$ cat config.mk
export PLATFORM = sky130hd
export DESIGN_NAME = windowed_watchdog
export DESIGN_NICKNAME = d
export VERILOG_FILES = /design/src/common/wd_pkg.sv /design/src/verilog/count_tick_sel.sv /design/src/verilog/windowed_watchdog.sv
export SDC_FILE = /design/constraint.sdc
export NUM_CORES = 1
export LEC_CHECK = 0
export ABC_AREA = 1
export BUFFER_PORTS_ARGS = -buffer_cell sky130_fd_sc_hd__buf_2
export CAP_MARGIN = 20
export CORE_MARGIN = 3
export CORE_UTILIZATION = 33
export CTS_BUF_LIST = sky130_fd_sc_hd__clkbuf_4
export CTS_CLUSTER_SIZE = 25
export DETAILED_ROUTE_END_ITERATION = 12
export GPL_TIMING_DRIVEN = 1
export PLACE_DENSITY_LB_ADDON = 0.12
export SETUP_SLACK_MARGIN = 0.05
export SLEW_MARGIN = 10
export SYNTH_ARGS = -nofsm -noshare
export SYNTH_HDL_FRONTEND = slang
export SYNTH_SLANG_ARGS = --single-unit
$ cat constraint.sdc
create_clock -name CLK_SYS -period 4.5 [get_ports CLK_SYS]
set_clock_uncertainty 0.2 [all_clocks]
set_input_delay 0.45 -clock CLK_SYS [delete_from_list [all_inputs] [get_ports CLK_SYS]]
set_output_delay 0.45 -clock CLK_SYS [all_outputs]
set_load 0.005 [all_outputs]
$ cat src/common/wd_pkg.sv
// constants and types shared by the windowed watchdog design
// assumes one system clock; watchdog source clocks arrive as one-cycle enable pulses
// Summary of operation
// - chip reset request, or interrupt in interrupt mode, when the counter runs out before software reloads it
// - in windowed operation a feed is taken only inside the programmed window
// - optional warning interrupt at a programmable count before the time-out
// - enable is set by software and cleared only by reset or watchdog event
// - wrong feed sequence while enabled raises chip reset, or interrupt when interrupt mode chosen
// - a flag records that the watchdog caused a reset
// - 24-bit timer behind a divide-by-four prescaler, period 256 to 2^24 counts
// - counting clock normally comes from the dedicated watchdog oscillator
// - internal RC oscillator selectable as alternative counting clock
package wd_pkg;
  localparam int CNT_W = 24;
  typedef logic [CNT_W-1:0] cnt_t;
  localparam int PRESCALE = 4;
  localparam cnt_t TC_MIN = 24'h0000FF;
  localparam cnt_t TC_RST = 24'hFFFFFF;
  localparam cnt_t WIN_OFF = 24'hFFFFFF;
  localparam cnt_t CNT_RST = 24'hFFFFFF;
  // feed key values are arbitrary
  localparam logic [7:0] FEED_KEY1 = 8'h5A;
  localparam logic [7:0] FEED_KEY2 = 8'hC3;
  localparam logic SRC_WATCHDOG_OSC = 1'b0;
  localparam logic SRC_RC_OSC = 1'b1;
  typedef enum logic [1:0] {
    FEED_IDLE = 2'b01,
    FEED_KEYED = 2'b10
  } feed_state_e;
endpackage : wd_pkg

$ cat src/verilog/count_tick_sel.sv
// counting-clock source select and fixed prescaler for the watchdog
// assumes source ticks are one-cycle pulses synchronous to clk
`timescale 1ns/1ps
module count_tick_sel #(
  parameter int DIV = wd_pkg::PRESCALE
) (
  input wire logic clk, // system clock
  input wire logic rst, // async reset, high
  input wire logic src_sel, // 0 watchdog oscillator, 1 internal rc oscillator
  input wire logic osc_tick, // watchdog oscillator tick
  input wire logic rc_tick, // internal rc oscillator tick
  input wire logic run, // counting enabled
  output logic tick // one pulse per DIV source ticks
);
  import wd_pkg::*;
  localparam int PW = $clog2(DIV);
  localparam logic [PW-1:0] PRE_LAST = PW'(DIV - 1);
  logic [PW-1:0] pre_r, pre_nxt;
  logic tick_nxt, src_tick;

  always_comb begin
    src_tick = (src_sel == SRC_RC_OSC) ? rc_tick : osc_tick;
    pre_nxt = pre_r;
    tick_nxt = 1'b0;
    if (!run) begin
      pre_nxt = '0;
    end else if (src_tick) begin
      if (pre_r == PRE_LAST) begin
        pre_nxt = '0;
        tick_nxt = 1'b1;
      end else begin
        pre_nxt = pre_r + PW'(1);
      end
    end
  end

  always_ff @(posedge clk or posedge rst) begin
    if (rst) begin
      pre_r <= '0;
      tick <= 1'b0;
    end else begin
      pre_r <= pre_nxt;
      tick <= tick_nxt;
    end
  end
endmodule : count_tick_sel

$ cat src/verilog/windowed_watchdog.sv
// windowed watchdog: 24-bit down counter, feed sequencer, window and warning logic
// assumes control bits are plain synchronous inputs and FEED_WR is a one-cycle strobe
`timescale 1ns/1ps
module windowed_watchdog #(
  parameter int DIV = wd_pkg::PRESCALE
) (
  input wire logic CLK_SYS, // 40 MHz system clock
  input wire logic RST, // async reset, high
  input wire logic ENABLE_SET, // pulse: software enables watchdog
  input wire logic RESET_MODE, // 1 reset on event, 0 interrupt
  input wire logic SRC_SEL, // counting clock source
  input wire logic OSC_TICK, // watchdog oscillator tick
  input wire logic RC_TICK, // internal rc oscillator tick
  input wire wd_pkg::cnt_t TC_VAL, // time-out reload value
  input wire wd_pkg::cnt_t WINDOW_VAL, // feed allowed at or below this count
  input wire logic WARN_EN, // warning interrupt enable
  input wire wd_pkg::cnt_t WARN_VAL, // warning count
  input wire logic FEED_WR, // feed write strobe
  input wire logic [7:0] FEED_DATA, // feed write data
  input wire logic INT_CLR, // clear event interrupt flag
  input wire logic WARN_CLR, // clear warning flag
  input wire logic FLAG_CLR, // clear watchdog reset flag
  output logic ENABLED, // watchdog running
  output wd_pkg::cnt_t COUNT, // current count
  output logic CHIP_RESET_REQ, // one-cycle chip reset request
  output logic RESET_FLAG, // watchdog caused a reset
  output logic WDOG_INT, // event interrupt, sticky
  output logic WARN_INT // warning interrupt, sticky
);
  import wd_pkg::*;

  feed_state_e feed_r, feed_nxt;
  logic en_nxt, crst_nxt, rflag_nxt, int_nxt, warn_nxt;
  cnt_t cnt_nxt, tc_eff;
  logic tick, key_ok, key_bad, seq_done, in_window, good_feed, bad_feed;
  logic timeout, warn_hit, event_hit;

  // prescaler restarts whenever the watchdog is off
  count_tick_sel #(.DIV(DIV)) u_tick (
    .clk(CLK_SYS),
    .rst(RST),
    .src_sel(SRC_SEL),
    .osc_tick(OSC_TICK),
    .rc_tick(RC_TICK),
    .run(ENABLED),
    .tick(tick)
  );

  // feed sequencer
  always_comb begin
    feed_nxt = feed_r;
    key_ok = 1'b0;
    key_bad = 1'b0;
    seq_done = 1'b0;
    if (FEED_WR) begin
      case (feed_r)
        FEED_IDLE: begin
          if (FEED_DATA == FEED_KEY1) begin
            feed_nxt = FEED_KEYED;
          end else begin
            key_bad = 1'b1;
          end
        end
        FEED_KEYED: begin
          feed_nxt = FEED_IDLE;
          seq_done = 1'b1;
          key_ok = (FEED_DATA == FEED_KEY2);
          key_bad = (FEED_DATA != FEED_KEY2);
        end
        default: begin
          feed_nxt = FEED_IDLE;
        end
      endcase
    end
  end

  always_comb begin
    // short reload values would push the period below its floor
    tc_eff = (TC_VAL < TC_MIN) ? TC_MIN : TC_VAL;
    in_window = (COUNT <= WINDOW_VAL);
    good_feed = seq_done && key_ok && in_window;
    // disabled block still reloads on a good feed but ignores a bad one
    bad_feed = ENABLED && (key_bad || (seq_done && key_ok && !in_window));
    timeout = ENABLED && tick && (COUNT == '0);
    warn_hit = ENABLED && tick && WARN_EN && (COUNT == WARN_VAL);
    event_hit = timeout || bad_feed;
  end

  // counter, enable and flags
  always_comb begin
    en_nxt = ENABLED;
    cnt_nxt = COUNT;
    crst_nxt = 1'b0;
    rflag_nxt = RESET_FLAG && !FLAG_CLR;
    int_nxt = WDOG_INT && !INT_CLR;
    warn_nxt = (WARN_INT && !WARN_CLR) || warn_hit;
    // event outranks enable, feed and tick landing in the same cycle
    if (event_hit) begin
      en_nxt = 1'b0;
      cnt_nxt = tc_eff;
      if (RESET_MODE) begin
        crst_nxt = 1'b1;
        rflag_nxt = 1'b1;
      end else begin
        int_nxt = 1'b1;
      end
    end else begin
      if (ENABLE_SET && !ENABLED) begin
        en_nxt = 1'b1;
        cnt_nxt = tc_eff;
      end else if (good_feed) begin
        cnt_nxt = tc_eff;
      end else if (ENABLED && tick) begin
        cnt_nxt = COUNT - CNT_W'(1);
      end
    end
  end

  always_ff @(posedge CLK_SYS or posedge RST) begin
    if (RST) begin
      feed_r <= FEED_IDLE;
      ENABLED <= 1'b0;
      COUNT <= CNT_RST;
      CHIP_RESET_REQ <= 1'b0;
      RESET_FLAG <= 1'b0;
      WDOG_INT <= 1'b0;
      WARN_INT <= 1'b0;
    end else begin
      feed_r <= feed_nxt;
      ENABLED <= en_nxt;
      COUNT <= cnt_nxt;
      CHIP_RESET_REQ <= crst_nxt;
      RESET_FLAG <= rflag_nxt;
      WDOG_INT <= int_nxt;
      WARN_INT <= warn_nxt;
    end
  end
endmodule : windowed_watchdog

==> run metrics, run 1 <==
r2r setup slk 1.04 ns; slowest cell on the critical path dfstp_2; Slew @ Worst Pin roughly 0.83 ns; ranking of synthesized cells by area dfstp_2 20%, nand2_1 11%, ha_1 11%; leading area contributor after synthesis dfstp_2; Setup Buffers After CTS 0; Worst R2R Path Depth 12; GP Congestion 0.818; CP dominant cell by count nand2_1; worst r2r src COUNT[21]$_DFFE_PP1P_; storage element area 882 um^2; area grow syn2layout 22.8%; Pre-Repair DR Iteration Count 4; Clock Sink Count 34; Mean Syn Cell Area roughly 7.4 um^2; initial antenna violation count 0; f_max 0.289 GHz; CP bufs+invs 0; Setup WS pre-CTS 1.01 ns; HPWL after detailed placement 7720 um; CP delay by family, top simple AND/OR/NAND/NOR gates; Slew Limit Fails 0; Final Util between 40% and 50%; Max Cap Viol 0; Die Span Y roughly 110 um; Syn Nets 570; PostCTS Resize Cnt 0; Avg Vias per Cell about 4.7; critical path startpoint category register; DIE WIDTH between 100 and 150 um; worst-path fanout max 29; WP data required 4.57 ns; Hold Fails Final Rpt 0; worst min path class input port to register; most frequent cells in the layout 120 x buf_2, 96 x nand2_1, 75 x inv_1, 34 x nor2_1, 28 x ha_1; Synth Cell Area 3340 um^2; reg2reg end COUNT[9]$_DFFE_PP1P_; final net count slightly below 700; CTS tree built; Arr. time, crit path 3.53 ns; LEAKAGE about 0.0022 uW; crit end category register; Crit Path Class register to register; sequential fraction of the synthesis area a little over a quarter; Via Count 3288; commonest non-fill, non-tap cell in the layout buf_2; status finished, final reports clean; TritonCTS Buffers 5; CP max stage delay ~0.66 ns; Post-Route WL a little under 10000 um; DRC viols 0; number of port buffers 120; fin crit period 3.46 ns; clock transition at the registers of the reported paths 0.12 ns; drt first-iter violations 118; largest net degree at the start of global routing 35; Max Root-Sink Buffers 2; worst skew pair latency 0.35 ns; antenna fix cells 0; Seq cells post-synth 34; design area 4100 um^2; Hold EP WARN_INT$_DFF_PP0_; cts hold-fix bufs 1; initial core utilization around 34%; proportion of netlist area held by the largest area contributor a little under 20%; Routed wire per std cell 13.9 um; vias in the first global route 3277; Power Dens Cells 535 nW/um^2; CORE AREA about 10000 um^2; synthesized netlist cell count 450; first-pass GRT wire length 15900 um; I/O Pins 121; synth warn 0; Filler Cells Inserted 1084; Slew headroom 44.8%; placed cell area 4030 um^2; Distinct cells, synth 39; final setup vio count 0; antenna viol nets, final 0; Die ar. 11400 um^2; hold depth 2; Worst Slack Setup Final 1.04 ns; Root Buffer clkbuf_4; multi-input logic area between 2000 and 2500 um^2; Final TNS setup 0 ns; grt ovf 0; peak supply drop ~0.25 mV; min-delay src WARN_CLR; # rows 36; RSZ-0062 raised after global routing no; cells along the critical path ha_1 > nand2_1 > nor2_1 > nand2_1 > nor2_2 > nand2_1 > nand3_2 > nand2_2 > a21oi_2 > nand3_2 > nand2_2 > o22ai_1; Max H-tree Level 2; Final period util 76.8%; share of cells above drive strength 1 about a third; total track usage between 15 and 20%
## synth_stat cells, drive strengths merged
library cell    n
a21o            2
a21oi          14
buf            11
clkbuf          1
dfrtp           9
dfstp          25
ha             28
inv            76
nand2         103
nand3          28
nand3b          6
nand4          21
nor2           40
nor3            6
nor3b           2
nor4            3
nor4b           1
o2111ai         6
o211a           1
o21a            2
o21ai          10
o22ai          10
o32ai           1
or2             1
xnor2          22
xor2           21
## metrics by stage
step	cells	hold WS, ns	power (uW)
4_1_cts	702	0.0565	2220
2_1_floorplan	450	0.282	1640
5_1_grt	702	0.0585	2440
6_report	702	0.0648	2190
3_3_place_gp	692	0.305	2010
3_5_place_dp	693	0.305	2030
## worst register-to-register path, cell delays in order, from the launching register on
cell	delay (ns)
dfstp_2	0.66
ha_1	0.18
nand2_1	0.06
nor2_1	0.14
nand2_1	0.14
nor2_2	0.17
nand2_1	0.08
nand3_2	0.07
nand2_2	0.09
a21oi_2	0.49
nand3_2	0.62
nand2_2	0.39
o22ai_1	0.12
## worst max-delay path by stage
stage / cells after the start / slack (ns) / start / to
floorplan: 16 / 2.19 / WINDOW_VAL[23] / COUNT[6]$_DFFE_PP1P_
global placement: 14 / 1.10 / WINDOW_VAL[23] / COUNT[13]$_DFFE_PP1P_
detailed placement: 14 / 1.01 / WINDOW_VAL[23] / COUNT[9]$_DFFE_PP1P_
CTS: 12 / 1.06 / COUNT[21]$_DFFE_PP1P_ / COUNT[9]$_DFFE_PP1P_
global route: 12 / 0.66 / COUNT[21]$_DFFE_PP1P_ / COUNT[10]$_DFFE_PP1P_
finish: 12 / 1.04 / COUNT[21]$_DFFE_PP1P_ / COUNT[9]$_DFFE_PP1P_
## cells by family after synthesis
kind of cell | count (synthesis) | synth area share (%)
compound gates | 46 | 8.74
xor+xnor | 43 | 11.3
fa+ha+maj | 28 | 10.5
buf+inv | 88 | 11.3
flops | 34 | 26.4
simple gates | 211 | 31.8
## flip-flops by register name, summed over array words and instances, names as in the netlist
name,cells
CHIP_RESET_REQ,1
COUNT,24
ENABLED,1
RESET_FLAG,1
WARN_INT,1
WDOG_INT,1
feed_r,2
u_tick.pre_r,2
u_tick.tick,1
## report_power, final
group / internal (uW) / total (uW) / switching (uW)
sequential: 535 / 817 / 282
clock: 64.8 / 182 / 117
combinational: 530 / 1190 / 663
## final cells by class
class                   count  area share (%)
multi-input cells         328            50.7
flip-flops and latches     34            21.5
repair buffers            123            15.4
inverters                  76            6.97
well taps                 133            4.06
clock buffers               6            1.10
clock inverters             2           0.214
## per-layer routing
layer | GRT usage [%] | vias to the layer above | routed length [um]
met5 | 0 | - | 0
met4 | 2.74 | 0 | 59
met3 | 2.91 | 7 | 492
met2 | 31.4 | 74 | 4820
met1 | 22.5 | 1503 | 4370
li1 | - | 1704 | -
Note: power is estimated with default switching activity, not from simulation.
==> run 2: changes to the inputs <==
- clock period: 4.5 -> 3.4 ns (I/O delays scaled with it)
==> run 2 against run 1 <==
Effect of this change:
- register-to-register slack got worse by 0.68 ns
- critical path depth fell by 2
- die area did not move
- sequential power rose by 31%
- hold slack got worse by 0.051 ns
- total power rose by 34%
- cell count rose by 1.1%
- global-route usage fell by 0.11 points
- flip-flop and latch count did not move
- fmax rose by 14%
- first-iteration DRC count rose by 23%
- cell area rose by 1.8%
- largest power group unchanged
- highest routed layer unchanged
==> run metrics, run 2 (synthesis results as in run 1) <==
reg2reg end WDOG_INT$_DFF_PP0_ (was COUNT[9]$_DFFE_PP1P_); Worst R2R Path Depth 10 (was 12); most frequent cells in the layout 120 x buf_2, 96 x nand2_1, 75 x inv_1, 34 x nor2_1, 28 x ha_1 (unchanged); met2 usage 30.0% (was 31.4%); Pre-Repair DR Iteration Count 4 (unchanged); largest net degree at the start of global routing 35 (unchanged); Arr. time, crit path 3.07 ns (was 3.53 ns); crit end category register (unchanged); initial core utilization 34.0% (unchanged); worst skew pair latency 0.34 ns (was 0.35 ns); Routed wire per std cell 13.8 um (was 13.9 um); antenna viol nets, final 0 (unchanged); TritonCTS Buffers 5 (unchanged); Max Root-Sink Buffers 2 (unchanged); first-pass GRT wire length 15800 um (was 15900 um); Final TNS setup 0 ns (unchanged); I/O Pins 121 (unchanged); Hold EP COUNT[11]$_DFFE_PP1P_ (was WARN_INT$_DFF_PP0_); min-delay src TC_VAL[11] (was WARN_CLR); share of cells above drive strength 1 31.9% (was 31.5%); final net count 696 (was 688); worst-path fanout max 8 (was 29); largest reg by FF count COUNT (unchanged); Hold Fails Final Rpt 0 (unchanged); CTS tree built (unchanged); final setup vio count 0 (unchanged); drt first-iter violations 145 (was 118); Die Span Y 107 um (unchanged); HPWL after detailed placement 8040 um (was 7720 um); cells along the critical path ha_1 > a21oi_1 > o21ai_0 > a21oi_1 > nand3_2 > nand3_1 > nand2_2 > a21oi_4 > o22ai_1 > dlygate4sd3_1 (was ha_1 > nand2_1 > nor2_1 > nand2_1 > nor2_2 > nand2_1 > nand3_2 > nand2_2 > a21oi_2 > nand3_2 > nand2_2 > o22ai_1); clock transition at the registers of the reported paths 0.12 ns (about the same); CP max stage delay 0.63 ns (was 0.66 ns); hold depth 3 (was 2); Slew @ Worst Pin 0.542 ns (was 0.827 ns); Avg Vias per Cell 4.72 (was 4.68); grt ovf 0 (unchanged); crit path from COUNT[21]$_DFFE_PP1P_ (unchanged); max FFs per register 24 (unchanged); commonest non-fill, non-tap cell in the layout buf_2 (unchanged); LEAKAGE 0.00223 uW (was 0.00219 uW); DIE WIDTH 107 um (unchanged); Final period util 89.2% (was 76.8%); f_max 0.330 GHz (was 0.289 GHz); Top Registers COUNT (24), feed_r (2), u_tick.pre_r (2) (unchanged); Crit Path Class register to register (unchanged); number of port buffers 120 (unchanged); peak supply drop 0.273 mV (was 0.249 mV); Power Dens Cells 703 nW/um^2 (was 535 nW/um^2); worst min path class input port to register (unchanged); vias in the first global route 3284 (was 3277); GRT Max-Usage Layer met2 (unchanged); CP dominant cell by count a21oi_1 (was nand2_1); # rows 36 (unchanged); WP data required 3.44 ns (was 4.57 ns); Root Buffer clkbuf_4 (unchanged); CP bufs+invs 1 (was 0); Die ar. 11400 um^2 (unchanged); Max H-tree Level 2 (unchanged); WHS 0.0137 ns (was 0.0648 ns); Clock Sink Count 34 (unchanged); met3 usage 3.52% (was 2.91%); Slew headroom 63.5% (was 44.8%); worst r2r src COUNT[21]$_DFFE_PP1P_ (unchanged); slowest cell on the critical path dfstp_2 (unchanged); Setup Buffers After CTS 0 (unchanged); Max Cap Viol 0 (unchanged); total track usage 17.4% (was 17.5%); DRC viols 0 (unchanged); Post-Route WL 9820 um (was 9740 um); Final Util 42.5% (was 41.7%); initial antenna violation count 0 (unchanged); RSZ-0062 raised after global routing no (unchanged); GR Layer Usage met1 22.6% (was 22.5%); critical path startpoint category register (unchanged); Slew Limit Fails 0 (unchanged); fin crit period 3.03 ns (was 3.46 ns); GP Congestion 0.878 (was 0.818); area grow syn2layout 25.0% (was 22.8%); CP delay by family, top compound AO/OA/AOI/OAI gates (was simple AND/OR/NAND/NOR gates); Via Count 3351 (was 3288); antenna fix cells 0 (unchanged); status finished, final reports clean (unchanged); r2r setup slk 0.37 ns (was 1.04 ns); CORE AREA 9820 um^2 (unchanged)
==> run 2: stage by stage <==
stage	cell area, um^2	cells	total power (uW)	setup WS (ns)
finish	4170	710	2930	0.368
CTS	4160	709	2970	0.246
detailed placement	4050	696	2710	0.490
global placement	4050	696	2700	0.512
floorplan	3340	450	2160	1.10
global route	4170	710	3270	0.186
==> run 2: worst max path at each step <==
stage	to	depth (start not counted)	slack, ns
floorplan	COUNT[10]$_DFFE_PP1P_	14	1.10
global placement	COUNT[1]$_DFFE_PP1P_	14	0.51
detailed placement	COUNT[1]$_DFFE_PP1P_	13	0.49
CTS	WDOG_INT$_DFF_PP0_	10	0.25
global route	WDOG_INT$_DFF_PP0_	11	0.19
finish	WDOG_INT$_DFF_PP0_	10	0.37
==> run 2: final cells by class <==
cell class                 count  area [um^2]
tap                          133          166
inverter                      76          285
fill                        1100         5650
multi-input combinational    328         2090
sequential                    34          882
clock inverter                 2         10.0
clock buffer                   6         45.0
timing repair buffer         131          696
==> run 2: routing by layer <==
metal / vias up / routed length [um]
li1: 1713 / -
met1: 1544 / 4310
met4: 0 / 110
met3: 8 / 508
met5: - / 0
met2: 86 / 4900
==> run 2: power breakdown <==
| part | internal, uW | switching (uW) |
|---|---|---|
| combinational | 729 | 904 |
| clock | 86.8 | 144 |
| sequential | 708 | 362 |
| total | 1520 | 1410 |
==> run 2: worst min-delay path, stage by stage <==
cell and delay (ns):
buf_2 0.10, inv_1 0.05, o22ai_1 0.07
==> run 2: timing repair <==
action                                  in CTS  in global routing
endpoints found under the setup margin       0                  1
hold buffers                                 5                  0
endpoints found under the hold margin       12                  0
gates resized for setup                      0                  1
==> run 3: changes to the inputs <==
- ABC_AREA: 1 -> default
==> run 3 against run 2 <==
Effect of this change:
- setup slack improved by 0.029 ns
- global-route usage grew 0.64 points
- utilization grew 2.1 points
- sequential share of layout area grew 2.6 points
- critical path depth down 2
- hold slack gained 0.015 ns
- cell area shrank 11%
- non-clock buffer count down 6
- via count down 20%
- register-to-register slack improved by 0.03 ns
- clock power increased by 8%
==> run metrics, run 3 <==
area grow syn2layout 28.5% (was 25.0%); number of port buffers 120 (unchanged); TritonCTS Buffers 5 (unchanged); ranking of synthesized cells by area dfstp_2 23%, ha_1 12%, dfrtp_1 7.8% (was dfstp_2 20%, nand2_1 11%, ha_1 11%); Final TNS setup 0 ns (unchanged); antenna fix cells 0 (unchanged); Crit Path Class register to register (unchanged); RSZ-0062 raised after global routing no (unchanged); Clock Sink Count 34 (unchanged); share of cells above drive strength 1 39.8% (was 31.9%); fin crit period 3.00 ns (was 3.03 ns); Via Count 2688 (was 3351); vias in the first global route 2730 (was 3284); CP delay by family, top simple AND/OR/NAND/NOR gates (was compound AO/OA/AOI/OAI gates); status finished, final reports clean (unchanged); Max Cap Viol 0 (unchanged); crit end category register (unchanged); initial antenna violation count 0 (unchanged); Setup WS pre-CTS 0.389 ns (was 0.490 ns); HPWL after detailed placement 7330 um (was 8040 um); most frequent cells after synthesis 33 x inv_1, 28 x ha_1, 26 x nor2_1 (was 96 x nand2_1, 75 x inv_1, 34 x nor2_1); critical path startpoint category register (unchanged); antenna viol nets, final 0 (unchanged); Sw Pwr 1170 uW (was 1410 uW); Worst Slack Setup Final 0.398 ns (was 0.368 ns); Power Dens Cells 741 nW/um^2 (was 703 nW/um^2); Syn Nets 429 (was 570); total track usage 18.1% (was 17.4%); Filler Cells Inserted 899 (was 1100); PostCTS Resize Cnt 0 (unchanged); Sequential Power Share 39.2% (was 36.5%); Top Metal Used met4 (unchanged); # rows 33 (was 36); Hold Fails Final Rpt 0 (unchanged); Final period util 88.3% (was 89.2%); most frequent cells in the layout 120 x buf_2, 33 x inv_1, 28 x ha_1, 26 x nor2_1, 25 x dfstp_2 (was 120 x buf_2, 96 x nand2_1, 75 x inv_1, 34 x nor2_1, 28 x ha_1); Met3 Routed Length 531 um (was 508 um); Setup Buffers After CTS 0 (unchanged); Post-synth EDFFs 0 (unchanged); Routed wire per std cell 16.2 um (was 13.8 um); Post-synth ARST share 100% (unchanged); Pre-Repair DR Iteration Count 4 (unchanged); initial core utilization 34.6% (was 34.0%); ys flop type dfstp_2 (unchanged); worst min path class input port to register (unchanged); max FFs per register 24 (unchanged); f_max 0.333 GHz (was 0.330 GHz); Post-Route WL 8810 um (was 9820 um); internal power 1580 uW (was 1520 uW); slowest cell on the critical path dfstp_2 (unchanged); worst-path fanout max 24 (was 8); Slew @ Worst Pin 0.551 ns (was 0.542 ns); sequential fraction of the synthesis area 30.5% (was 26.4%); CP bufs+invs 1 (unchanged); DRC viols 0 (unchanged); I/O Pins 121 (unchanged); Synth Cell Area 2890 um^2 (was 3340 um^2); worst skew pair latency 0.33 ns (was 0.34 ns); Max H-tree Level 2 (unchanged); Arr. time, crit path 3.07 ns (about the same); count leader, synth inv_1 (was nand2_1); Root Buffer clkbuf_4 (unchanged); synthesized netlist cell count 309 (was 450); LEAKAGE 0.00179 uW (was 0.00223 uW); leading area contributor after synthesis dfstp_2 (unchanged); CP max stage delay 0.62 ns (was 0.63 ns); sw frac 42.4% (was 48.1%); Slew headroom 62.9% (was 63.5%); peak supply drop 0.279 mV (was 0.273 mV); cells along the critical path ha_1 > nand4_1 > or4_1 > o31ai_1 > a31oi_1 > a211oi_4 > buf_12 > mux2_2 (was ha_1 > a21oi_1 > o21ai_0 > a21oi_1 > nand3_2 > nand3_1 > nand2_2 > a21oi_4 > o22ai_1 > dlygate4sd3_1); grt ovf 0 (unchanged); CTS tree built (unchanged); met2 WL 4050 um (was 4900 um); drt first-iter violations 87 (was 145); Die Span Y 99.6 um (was 107 um); met1 wire length 4200 um (was 4310 um); proportion of netlist area held by the largest area contributor 22.7% (was 19.7%); Slew Limit Fails 0 (unchanged); Seq cells post-synth 34 (unchanged); Max Root-Sink Buffers 2 (unchanged); Top Registers COUNT (24), feed_r (2), u_tick.pre_r (2) (unchanged); Avg Vias per Cell 4.93 (was 4.72); DIE WIDTH 99.6 um (was 107 um); Clk network pwr share 9.0% (was 7.9%); WP data required 3.47 ns (was 3.44 ns); final net count 559 (was 696); clock transition at the registers of the reported paths 0.11 ns (was 0.12 ns); Mean Syn Cell Area 9.35 um^2 (was 7.41 um^2); Die ar. 9910 um^2 (was 11400 um^2); largest net degree at the start of global routing 25 (was 35); CORE AREA 8340 um^2 (was 9820 um^2); Distinct cells, synth 42 (was 39); synth warn 0 (unchanged); commonest non-fill, non-tap cell in the layout buf_2 (unchanged); Gate power share 51.8% (was 55.7%); largest reg by FF count COUNT (unchanged); GP Congestion 0.784 (was 0.878); final setup vio count 0 (unchanged); first-pass GRT wire length 14300 um (was 15800 um); cts hold-fix bufs 2 (was 5)
[run 3: cell types whose count changed after synthesis, moves of 10 or more]
cell | previous run | this run
mux2_2 | 0 | 15
mux2i_1 | 0 | 10
nand2_1 | 96 | 12
nand3_1 | 26 | 6
inv_1 | 75 | 33
o22ai_1 | 10 | 0
[run 3: path summary, 6_finish.rpt]
check | cells after the start | endpoint | startpoint | slack [ns]
max in group asynchronous | 4 | COUNT[1]$_DFFE_PP1P_ | RST | 1.90
worst min register to register | 2 | RESET_FLAG$_DFF_PP0_ | RESET_FLAG$_DFF_PP0_ | 0.31
min in group asynchronous | 3 | feed_r[1]$_DFFE_PP0P_ | RST | 0.35
worst min-delay path | 2 | WDOG_INT$_DFF_PP0_ | RESET_MODE | 0.03
worst max register to register | 8 | COUNT[11]$_DFFE_PP1P_ | COUNT[21]$_DFFE_PP1P_ | 0.40
worst max-delay path | 8 | COUNT[11]$_DFFE_PP1P_ | COUNT[21]$_DFFE_PP1P_ | 0.40
[run 3: metrics by stage]
step | power, uW | util, % | instances | hold slack, ns | cell area, um^2
final | 2750 | 44.5 | 545 | 0.0291 | 3710
after floorplan | 1970 | - | 309 | 0.236 | 2890
after CTS | 2780 | 44.5 | 545 | 0.0240 | 3710
after global placement | 2490 | 43.6 | 535 | 0.197 | 3630
after detailed placement | 2520 | 43.6 | 535 | 0.200 | 3630
after global routing | 3000 | 44.5 | 545 | 0.0327 | 3710
[run 3: kinds of logic (layout without fill, tap and decap cells)]
family	after synthesis	count (layout)	share of synthesized area, %
buffers and inverters	35	166	5.07
adders and majority gates	28	28	12.1
xor gates and xnor gates	45	45	13.6
DFF	34	34	30.5
and+or+nand+nor	102	102	19.8
AOI/OAI and AO/OA	38	38	8.71
muxes	27	27	10.1
[run 3: final cells by class]
| type | instances | area (um^2) | area share [%] |
|---|---|---|---|
| multi-input cells | 240 | 1860 | 50.1 |
| flip-flops and latches | 34 | 882 | 23.8 |
| repair buffers | 125 | 656 | 17.7 |
| well taps | 105 | 131 | 3.54 |
| inverters | 33 | 124 | 3.34 |
| clock buffers | 8 | 60.1 | 1.62 |
[run 3: power groups by stage]
stage | clock network [uW] | registers (uW) | logic [uW]
after detailed placement | 0 | 1090 | 1430
after CTS | 254 | 1090 | 1440
after global routing | 275 | 1130 | 1600
final | 249 | 1080 | 1420
after floorplan | 0 | 1010 | 960
after global placement | 0 | 1080 | 1410
[run 3: per-layer routing]
layer  track usage [%]  vias to the layer above
met3              3.51                        4
met5                 0                        -
met2              29.5                       83
li1                  -                     1364
met1              25.2                     1237
met4              2.84                        0
